$ cat src/include/bcs_pkg.sv
package bcs_pkg;
  // widths
  localparam int AW = 24;
  localparam int DW = 16;
  localparam int NFLAG = 16;
  localparam int OFF13 = 13;
  localparam int OFF16 = 16;
  localparam int LC_W = 16;
  localparam logic [LC_W-1:0] LC_ONE = 16'h0001;
  // arithmetic status layout
  localparam int AST_W = 6;
  localparam int AB_Z = 0;
  localparam int AB_N = 1;
  localparam int AB_V = 2;
  localparam int AB_C = 3;
  localparam int AB_MV = 4;
  localparam int AB_SV = 5;
  // condition select codes
  localparam int CC_W = 5;
  localparam logic [CC_W-1:0] CC_AS = 5'h08;
  localparam logic [CC_W-1:0] CC_SV = 5'h09;
  localparam int CC_HI_BIT = 4;
  localparam int CC_GRP_BIT = 3;
  localparam int CC_IDX_W = 3;
  // condition field of an instruction
  localparam int COND_W = 4;
  localparam logic [COND_W-1:0] C_EQ = 4'h0;
  localparam logic [COND_W-1:0] C_NE = 4'h1;
  localparam logic [COND_W-1:0] C_GT = 4'h2;
  localparam logic [COND_W-1:0] C_LE = 4'h3;
  localparam logic [COND_W-1:0] C_LT = 4'h4;
  localparam logic [COND_W-1:0] C_GE = 4'h5;
  localparam logic [COND_W-1:0] C_AV = 4'h6;
  localparam logic [COND_W-1:0] C_NAV = 4'h7;
  localparam logic [COND_W-1:0] C_AC = 4'h8;
  localparam logic [COND_W-1:0] C_NAC = 4'h9;
  localparam logic [COND_W-1:0] C_SW = 4'hA;
  localparam logic [COND_W-1:0] C_NSW = 4'hB;
  localparam logic [COND_W-1:0] C_MV = 4'hC;
  localparam logic [COND_W-1:0] C_NMV = 4'hD;
  localparam logic [COND_W-1:0] C_TRUE = 4'hE;
  // instruction kinds
  localparam int KIND_W = 3;
  localparam logic [KIND_W-1:0] K_OP = 3'h0;
  localparam logic [KIND_W-1:0] K_J13 = 3'h1;
  localparam logic [KIND_W-1:0] K_JC16 = 3'h2;
  localparam logic [KIND_W-1:0] K_IND = 3'h3;
  localparam logic [KIND_W-1:0] K_LONG = 3'h4;
  localparam logic [KIND_W-1:0] K_LOOP = 3'h5;
  // loop termination codes
  localparam int TERM_W = 4;
  localparam logic [TERM_W-1:0] TERM_CE = 4'hE;
  localparam logic [TERM_W-1:0] TERM_FOREVER = 4'hF;
  // register port offsets
  localparam int RA_W = 4;
  localparam logic [RA_W-1:0] RA_ARITH_STATUS_REG = 4'h0;
  localparam logic [RA_W-1:0] RA_CC = 4'h1;
  localparam logic [RA_W-1:0] RA_FLAG = 4'h2;
  localparam logic [RA_W-1:0] RA_FDIR = 4'h3;
  localparam logic [RA_W-1:0] RA_FOUT = 4'h4;
  localparam logic [RA_W-1:0] RA_IST = 4'h5;
  localparam logic [RA_W-1:0] RA_IMASK = 4'h6;
  localparam logic [RA_W-1:0] RA_LCNT = 4'h7;
  // interrupt status bits
  localparam int IRQ_W = 4;
  localparam int IB_BR = 0;
  localparam int IB_LEXIT = 1;
  localparam int IB_LBAD = 2;
  localparam int IB_SV = 3;
  // branch pipeline
  localparam int PIPE_DEPTH = 6;
  localparam int BR_LAT_ND = 4;
  localparam int BR_SAVE = 2;
  localparam int TAP_ND = BR_LAT_ND - 2;
  localparam int TAP_D = BR_LAT_ND - BR_SAVE - 2;
  typedef struct packed {
    logic v;
    logic dly;
    logic call;
    logic [AW-1:0] tgt;
  } bcs_br_t;
endpackage

$ cat src/verilog/bcs_cond.sv
`timescale 1ns/100ps
module bcs_cond (
  // status and selection
  input wire logic [bcs_pkg::AST_W-1:0] ev_i,
  input wire logic [bcs_pkg::CC_W-1:0] cc_i,
  input wire logic [bcs_pkg::NFLAG-1:0] flags_i,
  // condition field
  input wire logic [bcs_pkg::COND_W-1:0] code_i,
  // results
  output logic sw_o,
  output logic true_o
);
  import bcs_pkg::*;

  logic lt;

  assign lt = ev_i[AB_N] ^ ev_i[AB_V];

  // selected software condition
  always_comb
  begin
    sw_o = 1'b0;
    if (cc_i == CC_AS)
      sw_o = ev_i[AB_N];
    else if (cc_i == CC_SV)
      sw_o = ev_i[AB_SV];
    else if (!cc_i[CC_GRP_BIT])
      sw_o = flags_i[{cc_i[CC_HI_BIT], cc_i[CC_IDX_W-1:0]}];
  end

  // directly encoded conditions, sign tests from N xor V, SW and NSW from sw_o
  always_comb
  begin
    case (code_i)
      C_EQ: true_o = ev_i[AB_Z];
      C_NE: true_o = !ev_i[AB_Z];
      C_GT: true_o = !(lt || ev_i[AB_Z]);
      C_LE: true_o = lt || ev_i[AB_Z];
      C_LT: true_o = lt;
      C_GE: true_o = !lt;
      C_AV: true_o = ev_i[AB_V];
      C_NAV: true_o = !ev_i[AB_V];
      C_AC: true_o = ev_i[AB_C];
      C_NAC: true_o = !ev_i[AB_C];
      C_SW: true_o = sw_o;
      C_NSW: true_o = !sw_o;
      C_MV: true_o = ev_i[AB_MV];
      C_NMV: true_o = !ev_i[AB_MV];
      C_TRUE: true_o = 1'b1;
      default: true_o = 1'b0;
    endcase
  end
endmodule // bcs_cond

$ cat src/verilog/bcs_seq.sv
// The placing of the registers and strobed register access are this design's own decisions.
`timescale 1ns/100ps
module bcs_seq (
  // clock and reset
  input wire logic clk_i,
  input wire logic rst_i,
  // register port
  input wire logic [bcs_pkg::RA_W-1:0] reg_addr_i,
  input wire logic [bcs_pkg::DW-1:0] reg_wdata_i,
  input wire logic reg_wr_i,
  input wire logic reg_rd_i,
  output logic [bcs_pkg::DW-1:0] reg_rdata_o,
  // computational unit status
  input wire logic alu_upd_i,
  input wire logic alu_zero_i,
  input wire logic alu_neg_i,
  input wire logic alu_ovf_i,
  input wire logic alu_carry_i,
  input wire logic mult_upd_i,
  input wire logic mult_ovf_i,
  input wire logic shift_upd_i,
  input wire logic shift_ovf_i,
  // issued instruction
  input wire logic ins_valid_i,
  input wire logic [bcs_pkg::KIND_W-1:0] ins_kind_i,
  input wire logic [bcs_pkg::COND_W-1:0] ins_cond_i,
  input wire logic ins_call_i,
  input wire logic ins_delayed_i,
  input wire logic [bcs_pkg::AW-1:0] ins_pc_i,
  input wire logic [bcs_pkg::AW-1:0] ins_imm_i,
  input wire logic [bcs_pkg::TERM_W-1:0] ins_term_i,
  input wire logic [bcs_pkg::DW-1:0] dag_i,
  input wire logic loop_last_i,
  // sequencing results
  output logic exec_o,
  output logic suppress_o,
  output logic redirect_o,
  output logic redirect_call_o,
  output logic [bcs_pkg::AW-1:0] redirect_addr_o,
  output logic flush_o,
  output logic loop_back_o,
  output logic loop_exit_o,
  // flag pins
  input wire logic [bcs_pkg::NFLAG-1:0] flag_i,
  output logic [bcs_pkg::NFLAG-1:0] flag_o,
  output logic [bcs_pkg::NFLAG-1:0] flag_oe_o,
  // interrupt
  output logic irq_o
);
  import bcs_pkg::*;

  typedef struct packed {
    logic [AST_W-1:0] arith_status_reg;
    logic [AST_W-1:0] ev;
    logic aw_d;
    logic [CC_W-1:0] cc;
    logic [CC_W-1:0] cc_ev;
    logic [NFLAG-1:0] fdir;
    logic [NFLAG-1:0] fout;
    logic [NFLAG-1:0] fs1;
    logic [NFLAG-1:0] fs2;
    logic [IRQ_W-1:0] ist;
    logic [IRQ_W-1:0] imask;
    logic irq;
    logic [DW-1:0] rdata;
    logic [LC_W-1:0] lcnt;
    logic lact;
    logic lfor;
    bcs_br_t [PIPE_DEPTH-1:0] pipe;
    logic exec;
    logic supp;
    logic redir;
    logic rcall;
    logic [AW-1:0] raddr;
    logic flush;
    logic lback;
    logic lexit;
  } bcs_st_t;

  bcs_st_t s_r, s_nxt;
  logic [NFLAG-1:0] fstate;
  logic sw_w, cond_true;
  logic isbr, iscond, take_w, ent_dly, fire_nd, fire_d, line_empty;
  logic [AW-1:0] tgt_w;
  logic [PIPE_DEPTH-1:0] vbits;
  bcs_br_t ent_w;

  // register port decode
  function automatic logic wr_hit(input logic [RA_W-1:0] a);
    return reg_wr_i && (reg_addr_i == a);
  endfunction

  function automatic logic rd_hit(input logic [RA_W-1:0] a);
    return reg_rd_i && (reg_addr_i == a);
  endfunction

  // unit results land in status copies
  function automatic logic [AST_W-1:0] apply_units(input logic [AST_W-1:0] st);
    logic [AST_W-1:0] r;
    r = st;
    if (alu_upd_i)
    begin
      r[AB_Z] = alu_zero_i;
      r[AB_N] = alu_neg_i;
      r[AB_V] = alu_ovf_i;
      r[AB_C] = alu_carry_i;
    end
    if (mult_upd_i)
      r[AB_MV] = mult_ovf_i;
    if (shift_upd_i)
      r[AB_SV] = shift_ovf_i;
    return r;
  endfunction

  // pin state: outputs read back, inputs after two flops
  assign fstate = (s_r.fdir & s_r.fout) | (~s_r.fdir & s_r.fs2);

  bcs_cond u_cond (
    .ev_i(s_r.ev),
    .cc_i(s_r.cc_ev),
    .flags_i(fstate),
    .code_i(ins_cond_i),
    .sw_o(sw_w),
    .true_o(cond_true)
  );

  // branch decode
  assign isbr = ins_valid_i && (ins_kind_i == K_J13 || ins_kind_i == K_JC16 ||
                ins_kind_i == K_IND || ins_kind_i == K_LONG);
  assign iscond = ins_valid_i && (ins_kind_i == K_OP || ins_kind_i == K_J13 ||
                  ins_kind_i == K_IND || ins_kind_i == K_LONG);
  assign fire_nd = s_r.pipe[TAP_ND].v && !s_r.pipe[TAP_ND].dly;
  assign fire_d = s_r.pipe[TAP_D].v && s_r.pipe[TAP_D].dly;
  assign take_w = isbr && (ins_kind_i == K_JC16 || cond_true) && !fire_nd;
  assign ent_dly = ins_delayed_i && (ins_kind_i != K_LONG);

  // branch target
  assign tgt_w = (ins_kind_i == K_J13) ?
                   ins_pc_i + {{(AW-OFF13){ins_imm_i[OFF13-1]}}, ins_imm_i[OFF13-1:0]} :
                 (ins_kind_i == K_JC16) ?
                   ins_pc_i + {{(AW-OFF16){ins_imm_i[OFF16-1]}}, ins_imm_i[OFF16-1:0]} :
                 (ins_kind_i == K_IND) ? {ins_pc_i[AW-1:DW], dag_i} :
                 ins_imm_i;

  assign ent_w.v = take_w;
  assign ent_w.dly = ent_dly;
  assign ent_w.call = ins_call_i && (ins_kind_i != K_J13);
  assign ent_w.tgt = tgt_w;

  // pipeline occupancy
  genvar g;
  generate
    for (g = 0; g < PIPE_DEPTH; g++)
    begin : g_occ
      assign vbits[g] = s_r.pipe[g].v;
    end
  endgenerate
  assign line_empty = ~|vbits;

  always_comb
  begin
    logic lbad;
    logic [IRQ_W-1:0] evts;
    lbad = 1'b0;
    evts = '0;
    s_nxt = s_r;
    // flag input synchroniser
    s_nxt.fs1 = flag_i;
    s_nxt.fs2 = s_r.fs1;
    // arithmetic status, test copy lags software writes
    s_nxt.aw_d = wr_hit(RA_ARITH_STATUS_REG);
    s_nxt.ev = s_r.aw_d ? s_r.arith_status_reg : s_r.ev;
    if (wr_hit(RA_ARITH_STATUS_REG))
      s_nxt.arith_status_reg = reg_wdata_i[AST_W-1:0];
    s_nxt.arith_status_reg = apply_units(s_nxt.arith_status_reg);
    s_nxt.ev = apply_units(s_nxt.ev);
    // condition select, test copy one cycle behind
    if (wr_hit(RA_CC))
      s_nxt.cc = reg_wdata_i[CC_W-1:0];
    s_nxt.cc_ev = s_r.cc;
    // flag and mask registers
    if (wr_hit(RA_FDIR))
      s_nxt.fdir = reg_wdata_i[NFLAG-1:0];
    if (wr_hit(RA_FOUT))
      s_nxt.fout = reg_wdata_i[NFLAG-1:0];
    if (wr_hit(RA_IMASK))
      s_nxt.imask = reg_wdata_i[IRQ_W-1:0];
    // branch redirect, non-delayed wins and flushes its shadow
    s_nxt.redir = 1'b0;
    s_nxt.rcall = 1'b0;
    s_nxt.flush = 1'b0;
    if (fire_nd)
    begin
      s_nxt.redir = 1'b1;
      s_nxt.rcall = s_r.pipe[TAP_ND].call;
      s_nxt.raddr = s_r.pipe[TAP_ND].tgt;
      s_nxt.flush = 1'b1;
      s_nxt.pipe = '0;
    end
    else
    begin
      if (fire_d)
      begin
        s_nxt.redir = 1'b1;
        s_nxt.rcall = s_r.pipe[TAP_D].call;
        s_nxt.raddr = s_r.pipe[TAP_D].tgt;
      end
      for (int k = PIPE_DEPTH - 1; k > 0; k--)
        s_nxt.pipe[k] = s_r.pipe[k-1];
      s_nxt.pipe[0] = ent_w;
    end
    // conditional execution
    s_nxt.exec = ins_valid_i && (ins_kind_i == K_OP) && cond_true && !fire_nd;
    s_nxt.supp = iscond && !cond_true && !fire_nd;
    // hardware loop
    s_nxt.lback = 1'b0;
    s_nxt.lexit = 1'b0;
    if (ins_valid_i && (ins_kind_i == K_LOOP) && !fire_nd)
    begin
      if (ins_term_i == TERM_CE)
      begin
        s_nxt.lact = 1'b1;
        s_nxt.lfor = 1'b0;
        s_nxt.lcnt = ins_imm_i[LC_W-1:0];
      end
      else if (ins_term_i == TERM_FOREVER)
      begin
        s_nxt.lact = 1'b1;
        s_nxt.lfor = 1'b1;
      end
      else
        lbad = 1'b1;
    end
    else if (loop_last_i && s_r.lact)
    begin
      if (s_r.lfor)
        s_nxt.lback = 1'b1;
      else if (s_r.lcnt <= LC_ONE)
      begin
        s_nxt.lexit = 1'b1;
        s_nxt.lact = 1'b0;
      end
      else
      begin
        s_nxt.lcnt = s_r.lcnt - LC_ONE;
        s_nxt.lback = 1'b1;
      end
    end
    // sticky events, read clears, set wins
    evts[IB_BR] = s_nxt.redir;
    evts[IB_LEXIT] = s_nxt.lexit;
    evts[IB_LBAD] = lbad;
    evts[IB_SV] = shift_upd_i && shift_ovf_i;
    s_nxt.ist = (rd_hit(RA_IST) ? '0 : s_r.ist) | evts;
    s_nxt.irq = |(s_nxt.ist & s_nxt.imask);
    // read data, one cycle after the strobe
    s_nxt.rdata = '0;
    if (reg_rd_i)
    begin
      case (reg_addr_i)
        RA_ARITH_STATUS_REG: s_nxt.rdata = DW'(s_r.arith_status_reg);
        RA_CC: s_nxt.rdata = DW'(s_r.cc);
        RA_FLAG: s_nxt.rdata = fstate;
        RA_FDIR: s_nxt.rdata = s_r.fdir;
        RA_FOUT: s_nxt.rdata = s_r.fout;
        RA_IST: s_nxt.rdata = DW'(s_r.ist);
        RA_IMASK: s_nxt.rdata = DW'(s_r.imask);
        RA_LCNT: s_nxt.rdata = s_r.lcnt;
        default: s_nxt.rdata = '0;
      endcase
    end
  end

  // all state clears to zero
  always_ff @(posedge clk_i or posedge rst_i)
  begin
    if (rst_i)
      s_r <= '0;
    else
      s_r <= s_nxt;
  end

  assign reg_rdata_o = s_r.rdata;
  assign exec_o = s_r.exec;
  assign suppress_o = s_r.supp;
  assign redirect_o = s_r.redir;
  assign redirect_call_o = s_r.rcall;
  assign redirect_addr_o = s_r.raddr;
  assign flush_o = s_r.flush;
  assign loop_back_o = s_r.lback;
  assign loop_exit_o = s_r.lexit;
  assign flag_o = s_r.fout;
  assign flag_oe_o = s_r.fdir;
  assign irq_o = s_r.irq;

  // checks
  logic [CC_W-1:0] wd_cc;
  logic no_upd;
  assign wd_cc = reg_wdata_i[CC_W-1:0];
  assign no_upd = !alu_upd_i && !mult_upd_i && !shift_upd_i;
endmodule // bcs_seq

$ cat config.mk
export PLATFORM = sky130hd
export DESIGN_NAME = bcs_seq
export DESIGN_NICKNAME = d
export VERILOG_FILES = /design/src/include/bcs_pkg.sv /design/src/verilog/bcs_cond.sv /design/src/verilog/bcs_seq.sv
export SDC_FILE = /design/constraint.sdc
export NUM_CORES = 1
export LEC_CHECK = 0
export BUFFER_PORTS_ARGS = -buffer_cell sky130_fd_sc_hd__clkbuf_2
export CELL_PAD_IN_SITES_DETAIL_PLACEMENT = 0
export CELL_PAD_IN_SITES_GLOBAL_PLACEMENT = 1
export CORE_MARGIN = 2
export CORE_UTILIZATION = 35
export DETAILED_ROUTE_END_ITERATION = 7
export PLACE_DENSITY = 0.76
export SLEW_MARGIN = 20
export SYNTH_ARGS = -nofsm -noshare
export SYNTH_HDL_FRONTEND = slang
export SYNTH_SLANG_ARGS = --single-unit
$ cat constraint.sdc
create_clock -name clk_i -period 20.6 [get_ports clk_i]
set_input_delay 4.12 -clock clk_i [delete_from_list [all_inputs] [get_ports clk_i]]
set_output_delay 4.12 -clock clk_i [all_outputs]
set_load 0.02 [all_outputs]
==> flow_metrics.env <==
export IMPL_synthToLayoutAreaGrowth_pct=14.3
export IMPL_maxCapViolations=0
export IMPL_grt_pass1_wl_um=58800
export IMPL_violations="DRC"
export IMPL_clkTransAtPathRegs_ns=0.06
export IMPL_ctsHoldBuffers=0
export IMPL_core_region_area_sq_mm=0.0357
export IMPL_nFillCells=3479
export IMPL_startpoint_type="input port"
export IMPL_r2r_start="s_r[300]"
export IMPL_min_from="s_nxt[249]"
export IMPL_overflow=0
export IMPL_cts_setup_buffers=0
export IMPL_synth_flop_cell="dfrtp_1"
export IMPL_fmax_mhz=157
export IMPL_required_ns=21.02
export IMPL_num_rows=69
export IMPL_wire_per_inst_um=20.5
export IMPL_hold_viol=0
export IMPL_startpoint="ins_imm_i[12]"
export IMPL_syn_inst=1260
export IMPL_cts_sinks=242
export IMPL_slew_headroom_pct=37.7
export IMPL_die_x_um=194
export IMPL_setup_viol=0
export IMPL_drtIter0Drc=924
export IMPL_power_density_mw_per_mm2=102
export IMPL_hp_class="register to register"
export IMPL_p_leak_nw=6.75
export IMPL_wl_um=38200
export IMPL_status="finished, violations left"
export IMPL_via_per_inst=5.41
export IMPL_power_total_w=0.00148
export IMPL_die_area_sq_mm=0.0378
export IMPL_fp_dieH_um=194
export IMPL_place_hpwl_um=28600
export IMPL_ys_ff_latch=242
export IMPL_drive_above_1_share_pct=23.7
export IMPL_portBuffers=207
export IMPL_ant_nets=0
export IMPL_fin_skew_ns=0.0239
export IMPL_gp_congestion=0.946
export IMPL_boundaryPins=208
export IMPL_syn_num_nets=1424
export IMPL_finalMaxSlewViolations=0
export IMPL_setup_worst_path_end_class="register"
export IMPL_clk_path_buf_depth=3
export IMPL_async_reset_ff_share_pct=100
export IMPL_ctsResizeCount=0
export IMPL_finalSetupTns_ns=0
export IMPL_final_core_util_pct=40.7
export IMPL_cts_tree="done"
export IMPL_root_buffer="clkbuf_16"
export IMPL_ir_worst_vdd_v=0.0000620
export IMPL_yosysWarnings=0
export IMPL_vias=10100
export IMPL_max_slew_worst_pin_slew_ns=0.926
export IMPL_grt_setup_unrepaired="no"
export IMPL_cts_made_buffers=26
export IMPL_grtUsageTotal_pct=19.9
export IMPL_synth_edf_count=0
export IMPL_clkLatencyLatePin_ns=0.54
export IMPL_worst_setup_path_type="input port to register"
export IMPL_drtPass1Iterations=7
export IMPL_finalCriticalPeriod_ns=6.37
export IMPL_synth_cell_types=83
export IMPL_critPathArrivalTime_ns=6.79
export IMPL_htreeDepth=1
export IMPL_fin_crit_sh_pct=30.9
export IMPL_grt_pass1_vias=9697
export IMPL_drcViolationCount=8
export IMPL_avgSynthCellArea_sq_um=10.1
export IMPL_start_util_pct=35.6
export IMPL_antenna_found_initial=6
export IMPL_final_nets=1543
export IMPL_grt_max_degree=86
export IMPL_crit_fanout=14
export IMPL_syn_area_sq_mm=0.0127
export IMPL_ys_seq_area_share_pct=47.7
[cell usage in the layout (no fill, tap or decap), types with 14 or more instances in the layout]
master | netlist | final
dfrtp_1 | 242 | 242
mux2i_1 | 49 | 49
nand2_1 | 105 | 105
a31oi_1 | 19 | 19
nor2_1 | 98 | 98
nor3_1 | 23 | 23
a221oi_1 | 14 | 14
a21oi_1 | 76 | 76
nand3_1 | 25 | 25
a21o_1 | 17 | 17
clkbuf_2 | 1 | 207
mux2_2 | 44 | 44
nor2b_1 | 17 | 17
o21ai_0 | 63 | 63
clkbuf_16 | 0 | 26
inv_1 | 31 | 29
a22oi_1 | 14 | 14
and2_1 | 58 | 58
o21ai_1 | 15 | 15
ha_1 | 35 | 35
[cells by family (layout without fill, tap and decap cells)]
kind of cell,Yosys count,count (layout),share of synthesized area [%]
other,0,6,0
and+or+nand+nor,383,383,14.8
xor gates and xnor gates,22,22,1.52
DFF,242,242,47.7
buffers and inverters,156,295,6.88
muxes,96,96,8.24
AOI/OAI and AO/OA,325,325,17.2
adders and majority gates,36,36,3.61
[metal layers]
metal	up-vias	GRT usage [%]	share of wire, %
met5	-	0	0.034
met4	2	6.55	3.2
met3	66	3.51	6.3
met2	336	29.8	44
met1	4974	29.0	46
li1	4717	-	-
[path summary, 6_finish.rpt]
| kind | end | slack, ns | cells past startpoint |
|---|---|---|---|
| max | s_r[54] | 14.23 | 10 |
| min in group asynchronous | s_r[235] | 3.66 | 2 |
| max in group asynchronous | flag_oe_o[13] | 15.77 | 3 |
| max reg2reg | exec_o | 17.84 | 7 |
| min reg2reg | s_r[249] | 0.34 | 0 |
| min | s_r[249] | 0.34 | 0 |
[report_power, final]
group          leakage [nW]  total [W]  internal (W)  switching [W]
combinational          3.37   0.000376      0.000148       0.000229
clock                 0.417   0.000456      0.000264       0.000192
sequential             2.96   0.000651      0.000566      0.0000850
total                  6.75    0.00148      0.000978       0.000506
[critical path: stages]
cell	delay [ns]
clkbuf_2	0.29
ha_1	0.46
a21o_1	0.24
a31o_1	0.25
a21oi_2	0.13
a21oi_1	0.12
o41ai_2	0.48
o22ai_1	0.19
and4_1	0.22
nor4_2	0.27
[final cells by class]
type	count	area [sq um]	share of cell area (%)
antenna	6	15.0	0.104
clock buffer	34	731	5.04
clock inverter	14	121	0.837
inverter	31	124	0.854
multi-input combinational	862	5770	39.8
sequential	242	6060	41.8
tap	461	577	3.98
timing repair buffer	216	1110	7.66
[sequential cells by signal, indices dropped and copies added (netlist names), 16 cells and up]
register	count
flag_o	16
s_nxt	21
flag_oe_o	16
redirect_addr_o	24
s_r	141
reg_rdata_o	16
[cell usage after synthesis, types with 15 or more instances]
| master | count | area [sq um] |
|---|---|---|
| clkbuf_1 | 45 | 169 |
| inv_1 | 31 | 116 |
| nor3_1 | 23 | 115 |
| mux2_2 | 44 | 495 |
| a31oi_1 | 19 | 119 |
| ha_1 | 35 | 438 |
| mux2i_1 | 49 | 490 |
| o21ai_1 | 15 | 75.1 |
| nor2_1 | 98 | 368 |
| nand3_1 | 25 | 125 |
| buf_4 | 73 | 548 |
| nor2b_1 | 17 | 106 |
| a21o_1 | 17 | 128 |
| and2_1 | 58 | 363 |
| o21ai_0 | 63 | 315 |
| dfrtp_1 | 242 | 6060 |
| a21oi_1 | 76 | 380 |
| nand2_1 | 105 | 394 |
[metrics by stage]
| stage | std cells | hold WS [ns] | worst slack, ns | instance area, sq um |
|---|---|---|---|---|
| after floorplan | 1260 | 0.331 | 9.84 | 12700 |
| after global placement | 1812 | 0.335 | 13.81 | 13600 |
| after detailed placement | 1812 | 0.335 | 13.75 | 13600 |
| after CTS | 1860 | 0.344 | 14.29 | 14500 |
| after global routing | 1863 | 0.347 | 14.08 | 14500 |
| final | 1866 | 0.344 | 14.23 | 14500 |
(Power assumes the default switching activity.)
